File: src/cbt_defs.svh
// Timing constants for the node bit timing block
`ifndef CBT_DEFS_SVH
`define CBT_DEFS_SVH
`define CBT_CLK_PERIOD_NS 10
`define CBT_BIT_RATE_KBPS 250
`define CBT_BIT_TIME_NS (1000000 / `CBT_BIT_RATE_KBPS)
`define CBT_TQ_NS 250
`define CBT_TQ_CYCLES (`CBT_TQ_NS / `CBT_CLK_PERIOD_NS)
`define CBT_SYNC_TQ 1
`define CBT_PRE_TQ 12
`define CBT_POST_TQ 3
`define CBT_SJW_TQ 2
`define CBT_BIT_TQ (`CBT_SYNC_TQ + `CBT_PRE_TQ + `CBT_POST_TQ)
`define CBT_SP_PCT 80
`define CBT_SP_TOL_PCT 3
`define CBT_AVAIL_NS 2500
`define CBT_DELAY_MAX_NS 900
`define CBT_DELAY_CYCLES (`CBT_DELAY_MAX_NS / `CBT_CLK_PERIOD_NS)
`endif

File: src/cbt_pkg.sv
// Types for the node bit timing block
`default_nettype none
package cbt_pkg;
  typedef enum logic [1:0] {CBT_SYNC, CBT_PRE, CBT_POST} cbt_seg_t;
endpackage : cbt_pkg
`default_nettype wire

File: src/cbt_bit_timing.sv
// Bit timing, single sampling and wired bus resolution of a node
`include "cbt_defs.svh"
`default_nettype none
// Overview of operation
// - Bits are exchanged at 250 kbit/s.
// - A bit lasts nominally 4 us.
// - The bit period stays within 3.998 to 4.002 us, set by the crystal clock.
// - Exactly one bus sample is taken per bit.
// - The sample point lies at 80 percent of the bit, within 3 points.
// - Pre-sample segment minus jump width gives at least 2.5 us.
// - Quantum 250 ns, jump width 2, pre-sample 12, post-sample 3 quanta.
// - Internal delay between controller and pins stays within 0 to 0.9 us.
// - Bus is recessive only if no transmitter drives, else dominant.
// - A dominant and a recessive bit together are seen as dominant.
module cbt_bit_timing
  import cbt_pkg::*;
(
  input wire logic sys_clk,
  input wire logic rst_n,
  input wire logic tx_bit,
  input wire logic other_drive,
  output logic bus_dominant,
  output logic rx_bit,
  output logic sample_strobe,
  output logic bit_start,
  output logic tx_drive,
  output logic hard_sync_seen
);
  logic tq_tick;
  cbt_seg_t seg_q;
  logic [3:0] tq_cnt_q;
  logic rx_q;
  logic tx_q;
  logic bus_prev_q;
  logic bit_end;
  logic bus_dom_c;
  logic edge_early;
  logic [8:0] pos_q;
  logic [1:0] smp_cnt_q;

  cbt_tq_gen u_tq (
    .sys_clk(sys_clk),
    .rst_n(rst_n),
    .tq_tick(tq_tick)
  );

  // Last quantum of the current segment
  function automatic logic seg_last(input cbt_seg_t seg, input logic [3:0] cnt);
    case (seg)
      CBT_PRE: seg_last = (cnt == 4'(`CBT_PRE_TQ - 1));
      CBT_POST: seg_last = (cnt == 4'(`CBT_POST_TQ - 1));
      default: seg_last = 1'b1;
    endcase
  endfunction : seg_last

  // Wired-AND: any driver makes the bus dominant
  assign bus_dom_c = tx_q | other_drive;
  assign bus_dominant = bus_dom_c;
  assign tx_drive = tx_q;
  assign bit_end = tq_tick && seg_q == CBT_POST && seg_last(seg_q, tq_cnt_q);
  // Recessive-to-dominant edge inside the pre-sample segment while idle-ish
  assign edge_early = bus_dom_c && !bus_prev_q && seg_q == CBT_PRE;

  // Segment sequencer
  always_ff @(posedge sys_clk) begin
    if (!rst_n) begin
      seg_q <= CBT_SYNC;
      tq_cnt_q <= 4'h0;
    end else if (tq_tick) begin
      case (seg_q)
        CBT_SYNC: begin
          seg_q <= CBT_PRE;
          tq_cnt_q <= 4'h0;
        end
        CBT_PRE: begin
          if (seg_last(seg_q, tq_cnt_q)) begin
            seg_q <= CBT_POST;
            tq_cnt_q <= 4'h0;
          end else begin
            tq_cnt_q <= tq_cnt_q + 4'h1;
          end
        end
        CBT_POST: begin
          if (seg_last(seg_q, tq_cnt_q)) begin
            seg_q <= CBT_SYNC;
            tq_cnt_q <= 4'h0;
          end else begin
            tq_cnt_q <= tq_cnt_q + 4'h1;
          end
        end
        default: begin
          seg_q <= CBT_SYNC;
          tq_cnt_q <= 4'h0;
        end
      endcase
    end
  end

  // Single sample at end of pre-sample segment: 13/16 = 81.25 percent
  assign sample_strobe = tq_tick && seg_q == CBT_PRE && seg_last(seg_q, tq_cnt_q);
  always_ff @(posedge sys_clk) begin
    if (!rst_n) begin
      rx_q <= 1'b1;
    end else if (sample_strobe) begin
      rx_q <= !bus_dom_c;
    end
  end
  assign rx_bit = rx_q;

  // Transmit bit launched at bit start, one cycle of internal delay
  always_ff @(posedge sys_clk) begin
    if (!rst_n) begin
      tx_q <= 1'b0;
    end else if (bit_end) begin
      tx_q <= !tx_bit;
    end
  end
  assign bit_start = bit_end;

  always_ff @(posedge sys_clk) begin
    if (!rst_n) begin
      bus_prev_q <= 1'b0;
      hard_sync_seen <= 1'b0;
    end else begin
      bus_prev_q <= bus_dom_c;
      hard_sync_seen <= edge_early;
    end
  end

  // Cycles since the last bit ended, for the timing checks
  always_ff @(posedge sys_clk) begin
    if (!rst_n) begin
      pos_q <= 9'h001;
    end else if (bit_end) begin
      pos_q <= 9'h001;
    end else begin
      pos_q <= pos_q + 9'h001;
    end
  end

  // Samples taken in the current bit
  always_ff @(posedge sys_clk) begin
    if (!rst_n) begin
      smp_cnt_q <= 2'h0;
    end else if (bit_end) begin
      smp_cnt_q <= 2'h0;
    end else if (sample_strobe && smp_cnt_q != 2'h3) begin
      smp_cnt_q <= smp_cnt_q + 2'h1;
    end
  end

  // Sample point follows bit start by exactly 13 quanta
  property p_sample_pos;
    @(posedge sys_clk) disable iff (!rst_n)
      sample_strobe == (pos_q == 9'((`CBT_SYNC_TQ + `CBT_PRE_TQ) * `CBT_TQ_CYCLES));
  endproperty
  a_sample_pos: assert property (p_sample_pos) else $error("sample point misplaced");

  // Sample point within the allowed band of the bit
  property p_sample_pct;
    @(posedge sys_clk) disable iff (!rst_n)
      sample_strobe |-> pos_q >= 9'(`CBT_BIT_TQ * `CBT_TQ_CYCLES * (`CBT_SP_PCT - `CBT_SP_TOL_PCT) / 100)
        && pos_q <= 9'(`CBT_BIT_TQ * `CBT_TQ_CYCLES * (`CBT_SP_PCT + `CBT_SP_TOL_PCT) / 100);
  endproperty
  a_sample_pct: assert property (p_sample_pct) else $error("sample point outside band");

  // Bit lasts 16 quanta of 25 cycles
  property p_bit_len;
    @(posedge sys_clk) disable iff (!rst_n)
      bit_end == (pos_q == 9'(`CBT_BIT_TQ * `CBT_TQ_CYCLES));
  endproperty
  a_bit_len: assert property (p_bit_len) else $error("bit period wrong");

  property p_rate;
    @(posedge sys_clk) disable iff (!rst_n)
      bit_end |=> !bit_end [*8];
  endproperty
  a_rate: assert property (p_rate) else $error("bit rate too high");

  property p_single;
    @(posedge sys_clk) disable iff (!rst_n)
      sample_strobe |-> smp_cnt_q == 2'h0;
  endproperty
  a_single: assert property (p_single) else $error("more than one sample per bit");

  property p_one_sample;
    @(posedge sys_clk) disable iff (!rst_n)
      bit_end |-> smp_cnt_q == 2'h1;
  endproperty
  a_one_sample: assert property (p_one_sample) else $error("bit ended without exactly one sample");

  // Pre-sample segment less one jump width covers the window
  property p_avail;
    @(posedge sys_clk) disable iff (!rst_n)
      sample_strobe |-> pos_q >= 9'((`CBT_SYNC_TQ + `CBT_SJW_TQ) * `CBT_TQ_CYCLES + `CBT_AVAIL_NS / `CBT_CLK_PERIOD_NS);
  endproperty
  a_avail: assert property (p_avail) else $error("sample too early");

  property p_seg;
    @(posedge sys_clk) disable iff (!rst_n)
      sample_strobe |=> seg_q == CBT_POST;
  endproperty
  a_seg: assert property (p_seg) else $error("segment order wrong");

  property p_wired;
    @(posedge sys_clk) disable iff (!rst_n)
      (tx_drive || other_drive) == bus_dominant;
  endproperty
  a_wired: assert property (p_wired) else $error("bus resolution wrong");

  property p_arb;
    @(posedge sys_clk) disable iff (!rst_n)
      (sample_strobe && tx_drive != other_drive) |=> !rx_bit;
  endproperty
  a_arb: assert property (p_arb) else $error("arbitration not dominant");

  property p_delay;
    @(posedge sys_clk) disable iff (!rst_n)
      bit_end |=> tx_drive == !$past(tx_bit);
  endproperty
  a_delay: assert property (p_delay) else $error("transmit delay exceeded");

  // Received bit only moves after a sample
  property p_rx_hold;
    @(posedge sys_clk) disable iff (!rst_n)
      !sample_strobe |=> $stable(rx_bit);
  endproperty
  a_rx_hold: assert property (p_rx_hold) else $error("received bit changed between samples");

  // Own transmitter level stands for the whole bit
  property p_tx_hold;
    @(posedge sys_clk) disable iff (!rst_n)
      !bit_end |=> $stable(tx_drive);
  endproperty
  a_tx_hold: assert property (p_tx_hold) else $error("transmit level changed inside a bit");
endmodule : cbt_bit_timing
`default_nettype wire

File: src/cbt_tq_gen.sv
// Time quantum enable divider
`include "cbt_defs.svh"
`default_nettype none
module cbt_tq_gen (
  input wire logic sys_clk,
  input wire logic rst_n,
  output logic tq_tick
);
  logic [4:0] cnt_q;
  always_ff @(posedge sys_clk) begin
    if (!rst_n) begin
      cnt_q <= 5'h00;
    end else if (cnt_q == 5'(`CBT_TQ_CYCLES - 1)) begin
      cnt_q <= 5'h00;
    end else begin
      cnt_q <= cnt_q + 5'h01;
    end
  end
  assign tq_tick = (cnt_q == 5'(`CBT_TQ_CYCLES - 1));
endmodule : cbt_tq_gen
`default_nettype wire

File: config.mk
export PLATFORM = sky130hd
export DESIGN_NAME = cbt_bit_timing
export DESIGN_NICKNAME = d
export VERILOG_FILES = /design/src/cbt_pkg.sv /design/src/cbt_bit_timing.sv /design/src/cbt_tq_gen.sv
export VERILOG_INCLUDE_DIRS = /design/src
export SDC_FILE = /design/constraint.sdc
export NUM_CORES = 1
export LEC_CHECK = 0
export BUFFER_PORTS_ARGS = -buffer_cell sky130_fd_sc_hd__buf_2
export CORE_MARGIN = 2
export CORE_UTILIZATION = 55
export CTS_CLUSTER_DIAMETER = 60
export DETAILED_ROUTE_END_ITERATION = 12
export GPL_TIMING_DRIVEN = 0
export PLACE_DENSITY = 0.84
export SLEW_MARGIN = 20
export SYNTH_ARGS = -nofsm -noshare
export SYNTH_HDL_FRONTEND = slang
export SYNTH_HIERARCHICAL = 1
export SYNTH_SLANG_ARGS = --single-unit
File: constraint.sdc
create_clock -name sys_clk -period 3.9 [get_ports sys_clk]
set_input_delay 0.78 -clock sys_clk [delete_from_list [all_inputs] [get_ports sys_clk]]
set_output_delay 0.78 -clock sys_clk [all_outputs]
set_load 0.05 [all_outputs]
==> results of run 1 <==
sequential cells by signal, indices dropped and copies added, names as in the netlist:
signal and count:
seg_q 2, tx_drive 1, bus_prev_q 1, tq_cnt_q 4, hard_sync_seen 1, rx_bit 1, u_tq/cnt_q 5
synth_stat cells, drive strengths merged:
master  instances  area (sq um)
dfxtp          15           300
a21oi           9          48.8
nand2           8          30.0
ha              7          87.6
inv             7          26.3
o21ai           7          35.0
nand3           5          25.0
and2            3          18.8
buf             3          30.0
nor2            3          11.3
and3b           2          17.5
and4            2          20.0
nand2b          2          12.5
nand3b          2          15.0
nor3            2          15.0
nor3b           2          20.0
nor4            2          42.5
a211oi          1          7.51
a21o            1          7.51
a221oi          1          15.0
and4b           1          10.0
mux2i           1          10.0
nand4b          1          8.76
nor4b           1          23.8
nor4bb          1          25.0
o31ai           1          7.51
or2             1          6.26
xnor2           1          8.76
final cells by class:
class                   instances  share of cell area
inverters                       7              0.0269
well taps                      16              0.0205
multi-input cells              67               0.542
repair buffers                  9              0.0461
flip-flops and latches         15               0.307
plain buffers                   3              0.0307
clock buffers                   4              0.0269
cells by family after synthesis:
kind of cell	count (synthesis)	share of synthesized area
multiplexers	1	0.0113
adder cells (fa/ha/maj)	7	0.0989
AND/OR/NAND/NOR	38	0.340
XOR/XNOR	1	0.00989
flip-flops	15	0.339
AO/OA/AOI/OAI	20	0.137
buffers and inverters	10	0.0636
power groups by stage:
stage                     Sequential, mW  Combinational (mW)  Clock, mW
after floorplan                    0.162              0.0106          0
after global placement             0.163              0.0145          0
after detailed placement           0.163              0.0162          0
after CTS                          0.159              0.0164     0.0910
after global routing               0.160              0.0176     0.0987
final                              0.159              0.0158     0.0872
final timing paths:
path / from / endpoint / slack, ns / cells after the start
max: u_tq/cnt_q[0] / bit_start / 1.14 / 9
min: seg_q[0] / seg_q[0] / 0.50 / 2
max reg2reg: u_tq/cnt_q[0] / tx_drive / 2.16 / 9
min reg2reg: seg_q[0] / seg_q[0] / 0.50 / 2
layer usage:
metal	track usage	wire length [um]
met1	0.210	665
met2	0.321	822
met3	0.0408	41
met4	0.158	48
met5	0	0
stage by stage:
step / std cells / utilization / worst slack, ns
finish: 121 / 0.649 / 1.14
global route: 121 / 0.649 / 0.949
CTS: 121 / 0.649 / 1.11
detailed placement: 117 / 0.631 / 1.44
global placement: 117 / 0.631 / 1.48
floorplan: 92 / - / 1.53
critical path: cells and delay by family (launching register included):
family	cells	cell delay, ns
AOI/OAI and AO/OA	1	0.15
buffers and inverters	4	0.63
adders and majority gates	1	0.14
DFF	1	0.35
and+or+nand+nor	3	0.43
==> impl_metrics.py, run 1 <==
metrics = {
    "outcome": {
        "status": "finished, final reports clean",
    },
    "routing": {
        "wire_per_inst_um": 13.0,
        "drt-initial-drc-count": 12,
        "vias": 696,
        "firstDrtPassIters": 4,
        "viasPerCell": 5.75,
        "drt-total-wl_um": 1580,
        "drtAntennaViolNets": 0,
        "drc": 0,
    },
    "synth": {
        "ys_seq_elements": 15,
        "synth_cell_types": 33,
        "syn_inst": 92,
        "ys_seq_area_frac": 0.339,
        "yosys_warnings": 6,
        "syn_area_sq_um": 886,
        "synth_nets": 103,
        "syn_avg_cell_area_sq_um": 9.63,
    },
    "sta": {
        "fmax_mhz": 362,
        "rsz0062_at_grt": "false",
        "setup_tns_ns": 0,
        "tightest_slew_ns": 0.326,
        "finalClockSkew_ns": 0.00142,
        "slew_headroom": 0.780,
        "hold_ws_ns": 0.496,
        "slew_viol_final": 0,
        "hold_viol": 0,
        "fin_crit_ns": 2.76,
        "min_period_over_period": 0.707,
        "setup_viol_count_final": 0,
    },
    "worst_setup_path": {
        "slowest_stage": "dfxtp_1",
        "critPathLaunchType": "flop",
        "crit_chain": "inv_1, ha_1, and4b_1, buf_6, buf_4, nand2_1, a21oi_1, and2_1, buf_2",
        "crit_type": "flop to output pin",
        "critPathArrivalTime_ns": 1.98,
        "required_ns": 3.12,
        "cp_slowest_stage_delay_ns": 0.35,
        "crit_path_end_kind": "output pin",
        "critPathMaxFanout": 9,
    },
    "clock_tree": {
        "numCtsBuffers": 3,
        "hold_buffers": 0,
        "post_cts_buffers": 0,
        "cts-root-buf": "clkbuf_4",
        "cts.clk_slew.worst_paths_ns": 0.08,
        "clk_latency_ns": 0.28,
        "cts_tree": "yes",
        "clock-sinks": 15,
        "cts.repair.resized": 0,
        "clockBufferDepth": 2,
        "h-tree-depth": 1,
    },
    "finish": {
        "multi_input_area_sq_um": 529,
        "diodes": 0,
        "fillers": 131,
        "area_growth_pct": 10.3,
        "mostFrequentLayoutCell": "dfxtp_1",
        "regArea_sq_um": 300,
        "drive_gt1_frac": 0.238,
        "final_area_sq_um": 977,
        "layout_common_cells": "15 x dfxtp_1, 9 x buf_2, 8 x nand2_1, 8 x a21oi_1",
        "layout.nets": 117,
    },
    "global_routing": {
        "grt_max_degree": 10,
        "overflow": 0,
        "grt_pass1_wl_um": 2680,
        "antenna_found_initial": 0,
        "track_usage": 0.193,
        "grt_pass1_vias": 657,
    },
    "floorplanning": {
        "die_h_um": 44.1,
        "die_x_um": 44.1,
        "initial_core_util": 0.588,
        "dieArea_sq_um": 1950,
        "coreArea_sq_um": 1510,
        "io_pins": 10,
        "std_cell_rows": 14,
    },
    "placed_design": {
        "io_buffers": 9,
        "dpl.hpwl_um": 1220,
        "place_congestion": 0.863,
        "placed_area_sq_um": 951,
    },
    "power": {
        "p_int_mw": 0.202,
        "switching_share": 0.229,
        "power.total_mw": 0.262,
        "peakVddDrop_uv": 208,
        "p_sw_mw": 0.0600,
        "p_leak_nw": 0.354,
        "power_frac_seq": 0.607,
        "powerDensity_nw_per_um2": 269,
        "comb_power_share": 0.060,
        "clockPowerShare": 0.332,
    },
    "run": {
        "drv_cap": 0,
    },
    "hold_path": {
        "worstHoldPathType": "flop to flop",
    },
}
Power figures use the tool's default switching activity.
==> run 2, diff against run 1 <==
==> constraint.sdc (replaced) <==
create_clock -name sys_clk -period 2.7 [get_ports sys_clk]
set_input_delay 0.54 -clock sys_clk [delete_from_list [all_inputs] [get_ports sys_clk]]
set_output_delay 0.54 -clock sys_clk [all_outputs]
set_load 0.05 [all_outputs]
==> run 2 against run 1 <==
  * Final cell count did not move
  * Power rose by 44%
  * Non-clock buffer count did not move
  * Core utilization rose by 0.17 points
  * Cell area rose by 0.26%
  * Clock power rose by 44%
  * First-iteration DRC count did not move
  * Sequential share of layout area fell by 0.079 points
  * Hold slack got worse by 0.069 ns
  * Sequential power rose by 45%
  * Setup slack got worse by 0.93 ns
==> impl_metrics.py, run 2 (synthesis gave the netlist of run 1 again) <==
metrics = {
    "run": {
        "drv_cap": 0,
    },
    "hold_path": {
        "worstHoldPathType": "input pin to flop",
        "hold_start": "tx_bit",
    },
    "power": {
        "comb_power_share": 0.060,
        "power_frac_seq": 0.607,
        "switching_share": 0.229,
        "p_sw_mw": 0.0867,
        "power.total_mw": 0.379,
        "p_int_mw": 0.292,
        "peakVddDrop_uv": 294,
        "p_leak_nw": 0.353,
        "powerDensity_nw_per_um2": 387,
        "clockPowerShare": 0.333,
    },
    "global_routing": {
        "antenna_found_initial": 0,
        "grt_max_degree": 10,
        "grt_pass1_vias": 657,
        "track_usage": 0.193,
        "grt_pass1_wl_um": 2680,
        "overflow": 0,
    },
    "sta": {
        "setup_tns_ns": 0,
        "hold_viol": 0,
        "min_period_over_period": 0.921,
        "fin_crit_ns": 2.49,
        "fmax_mhz": 402,
        "finalClockSkew_ns": 0.00140,
        "rsz0062_at_grt": "false",
        "layout_setup_ws_ns": 0.213,
        "slew_viol_final": 0,
        "hold_ws_ns": 0.427,
        "slew_headroom": 0.780,
        "tightest_slew_ns": 0.326,
        "setup_viol_count_final": 0,
    },
    "placed_design": {
        "placed_area_sq_um": 951,
        "place_congestion": 0.863,
        "dpl.hpwl_um": 1220,
        "pre_cts_ws_ns": 0.479,
        "io_buffers": 9,
        "dp.cells": 117,
    },
    "worst_setup_path": {
        "required_ns": 2.16,
        "critPathMaxFanout": 9,
        "crit_start": "u_tq/cnt_q[0]",
        "rr_startpoint": "u_tq/cnt_q[0]",
        "crit_path_end_kind": "output pin",
        "reg2reg_slack_ns": 0.96,
        "crit_type": "flop to output pin",
        "critPathArrivalTime_ns": 1.95,
        "critPathLaunchType": "flop",
    },
    "routing": {
        "drt-initial-drc-count": 12,
        "wl_met1_um": 670,
        "top_layer": "met4",
        "vias": 695,
        "drt-total-wl_um": 1580,
        "drc": 0,
        "firstDrtPassIters": 4,
        "wire_per_inst_um": 13.0,
        "wl_met3_um": 41,
        "route.met2.wl_um": 818,
        "drtAntennaViolNets": 0,
        "viasPerCell": 5.74,
    },
    "finish": {
        "area_growth_pct": 10.6,
        "largest_reg_flops": 5,
        "diodes": 0,
        "layout.nets": 117,
        "fillers": 130,
        "layoutNonFillerInstCount": 121,
        "mostFrequentLayoutCell": "dfxtp_1",
        "final_core_util": 0.650,
        "layout_common_cells": "15 x dfxtp_1, 8 x nand2_1, 8 x a21oi_1, 8 x buf_2",
        "top_register": "u_tq/cnt_q",
        "final_area_sq_um": 980,
        "drive_gt1_frac": 0.238,
        "top_regs": "u_tq/cnt_q x5, tq_cnt_q x4, seg_q x2",
    },
    "clock_tree": {
        "clockBufferDepth": 2,
        "clock-sinks": 15,
        "cts-root-buf": "clkbuf_4",
        "cts_tree": "yes",
        "numCtsBuffers": 3,
        "h-tree-depth": 1,
        "clk_latency_ns": 0.28,
        "cts.clk_slew.worst_paths_ns": 0.08,
    },
    "outcome": {
        "status": "finished, final reports clean",
    },
    "floorplanning": {
        "coreArea_sq_um": 1510,
        "die_x_um": 44.1,
        "initial_core_util": 0.588,
        "die_h_um": 44.1,
        "io_pins": 10,
        "std_cell_rows": 14,
        "dieArea_sq_um": 1950,
    },
}
[run 2: changes by cell type in the layout (fill, tap and decap cells not counted), sizes merged]
cell / before / now
clkbuf: 4 / 5
buf: 12 / 11
[run 2: power by group through the flow]
stage | sequential [mW] | clock, mW | combinational (mW)
floorplan | 0.234 | 0 | 0.0153
global route | 0.231 | 0.143 | 0.0254
CTS | 0.230 | 0.131 | 0.0237
detailed placement | 0.235 | 0 | 0.0234
finish | 0.230 | 0.126 | 0.0228
global placement | 0.235 | 0 | 0.0210
[run 2: final cells by class]
type	instances	area (sq um)	area share
Multi-Input combinational cell	67	529	0.540
Sequential cell	15	300	0.307
Timing Repair Buffer	9	47.5	0.0485
Buffer	3	30.0	0.0307
Clock buffer	4	26.3	0.0268
Inverter	7	26.3	0.0268
Tap cell	16	20.0	0.0204
[run 2: what timing repair did]
| action | 4_1_cts | 5_1_grt |
|---|---|---|
| hold buffers | 0 | 0 |
| endpoints found under the setup margin | 0 | 1 |
| setup buffers | 0 | 0 |
| resized for setup | 0 | 1 |
[run 2: path summary, 6_finish.rpt]
check	end	cells past startpoint
worst max-delay path	bit_start	9
worst min-delay path	tx_drive	2
worst max register to register	tx_drive	9
worst min register to register	seg_q[0]	2
[run 2: worst max-delay path, stage by stage, from the launching register on]
cell	delay, ns
dfxtp_1	0.35
inv_1	0.07
ha_1	0.14
and4b_1	0.20
buf_6	0.14
buf_4	0.16
nand2_1	0.06
a21oi_1	0.15
and2_1	0.17
clkbuf_4	0.23
[run 2: layer usage]
layer | up-vias | GRT usage
met5 | - | 0
li1 | 352 | -
met3 | 4 | 0.0408
met2 | 10 | 0.321
met1 | 329 | 0.210
met4 | 0 | 0.158
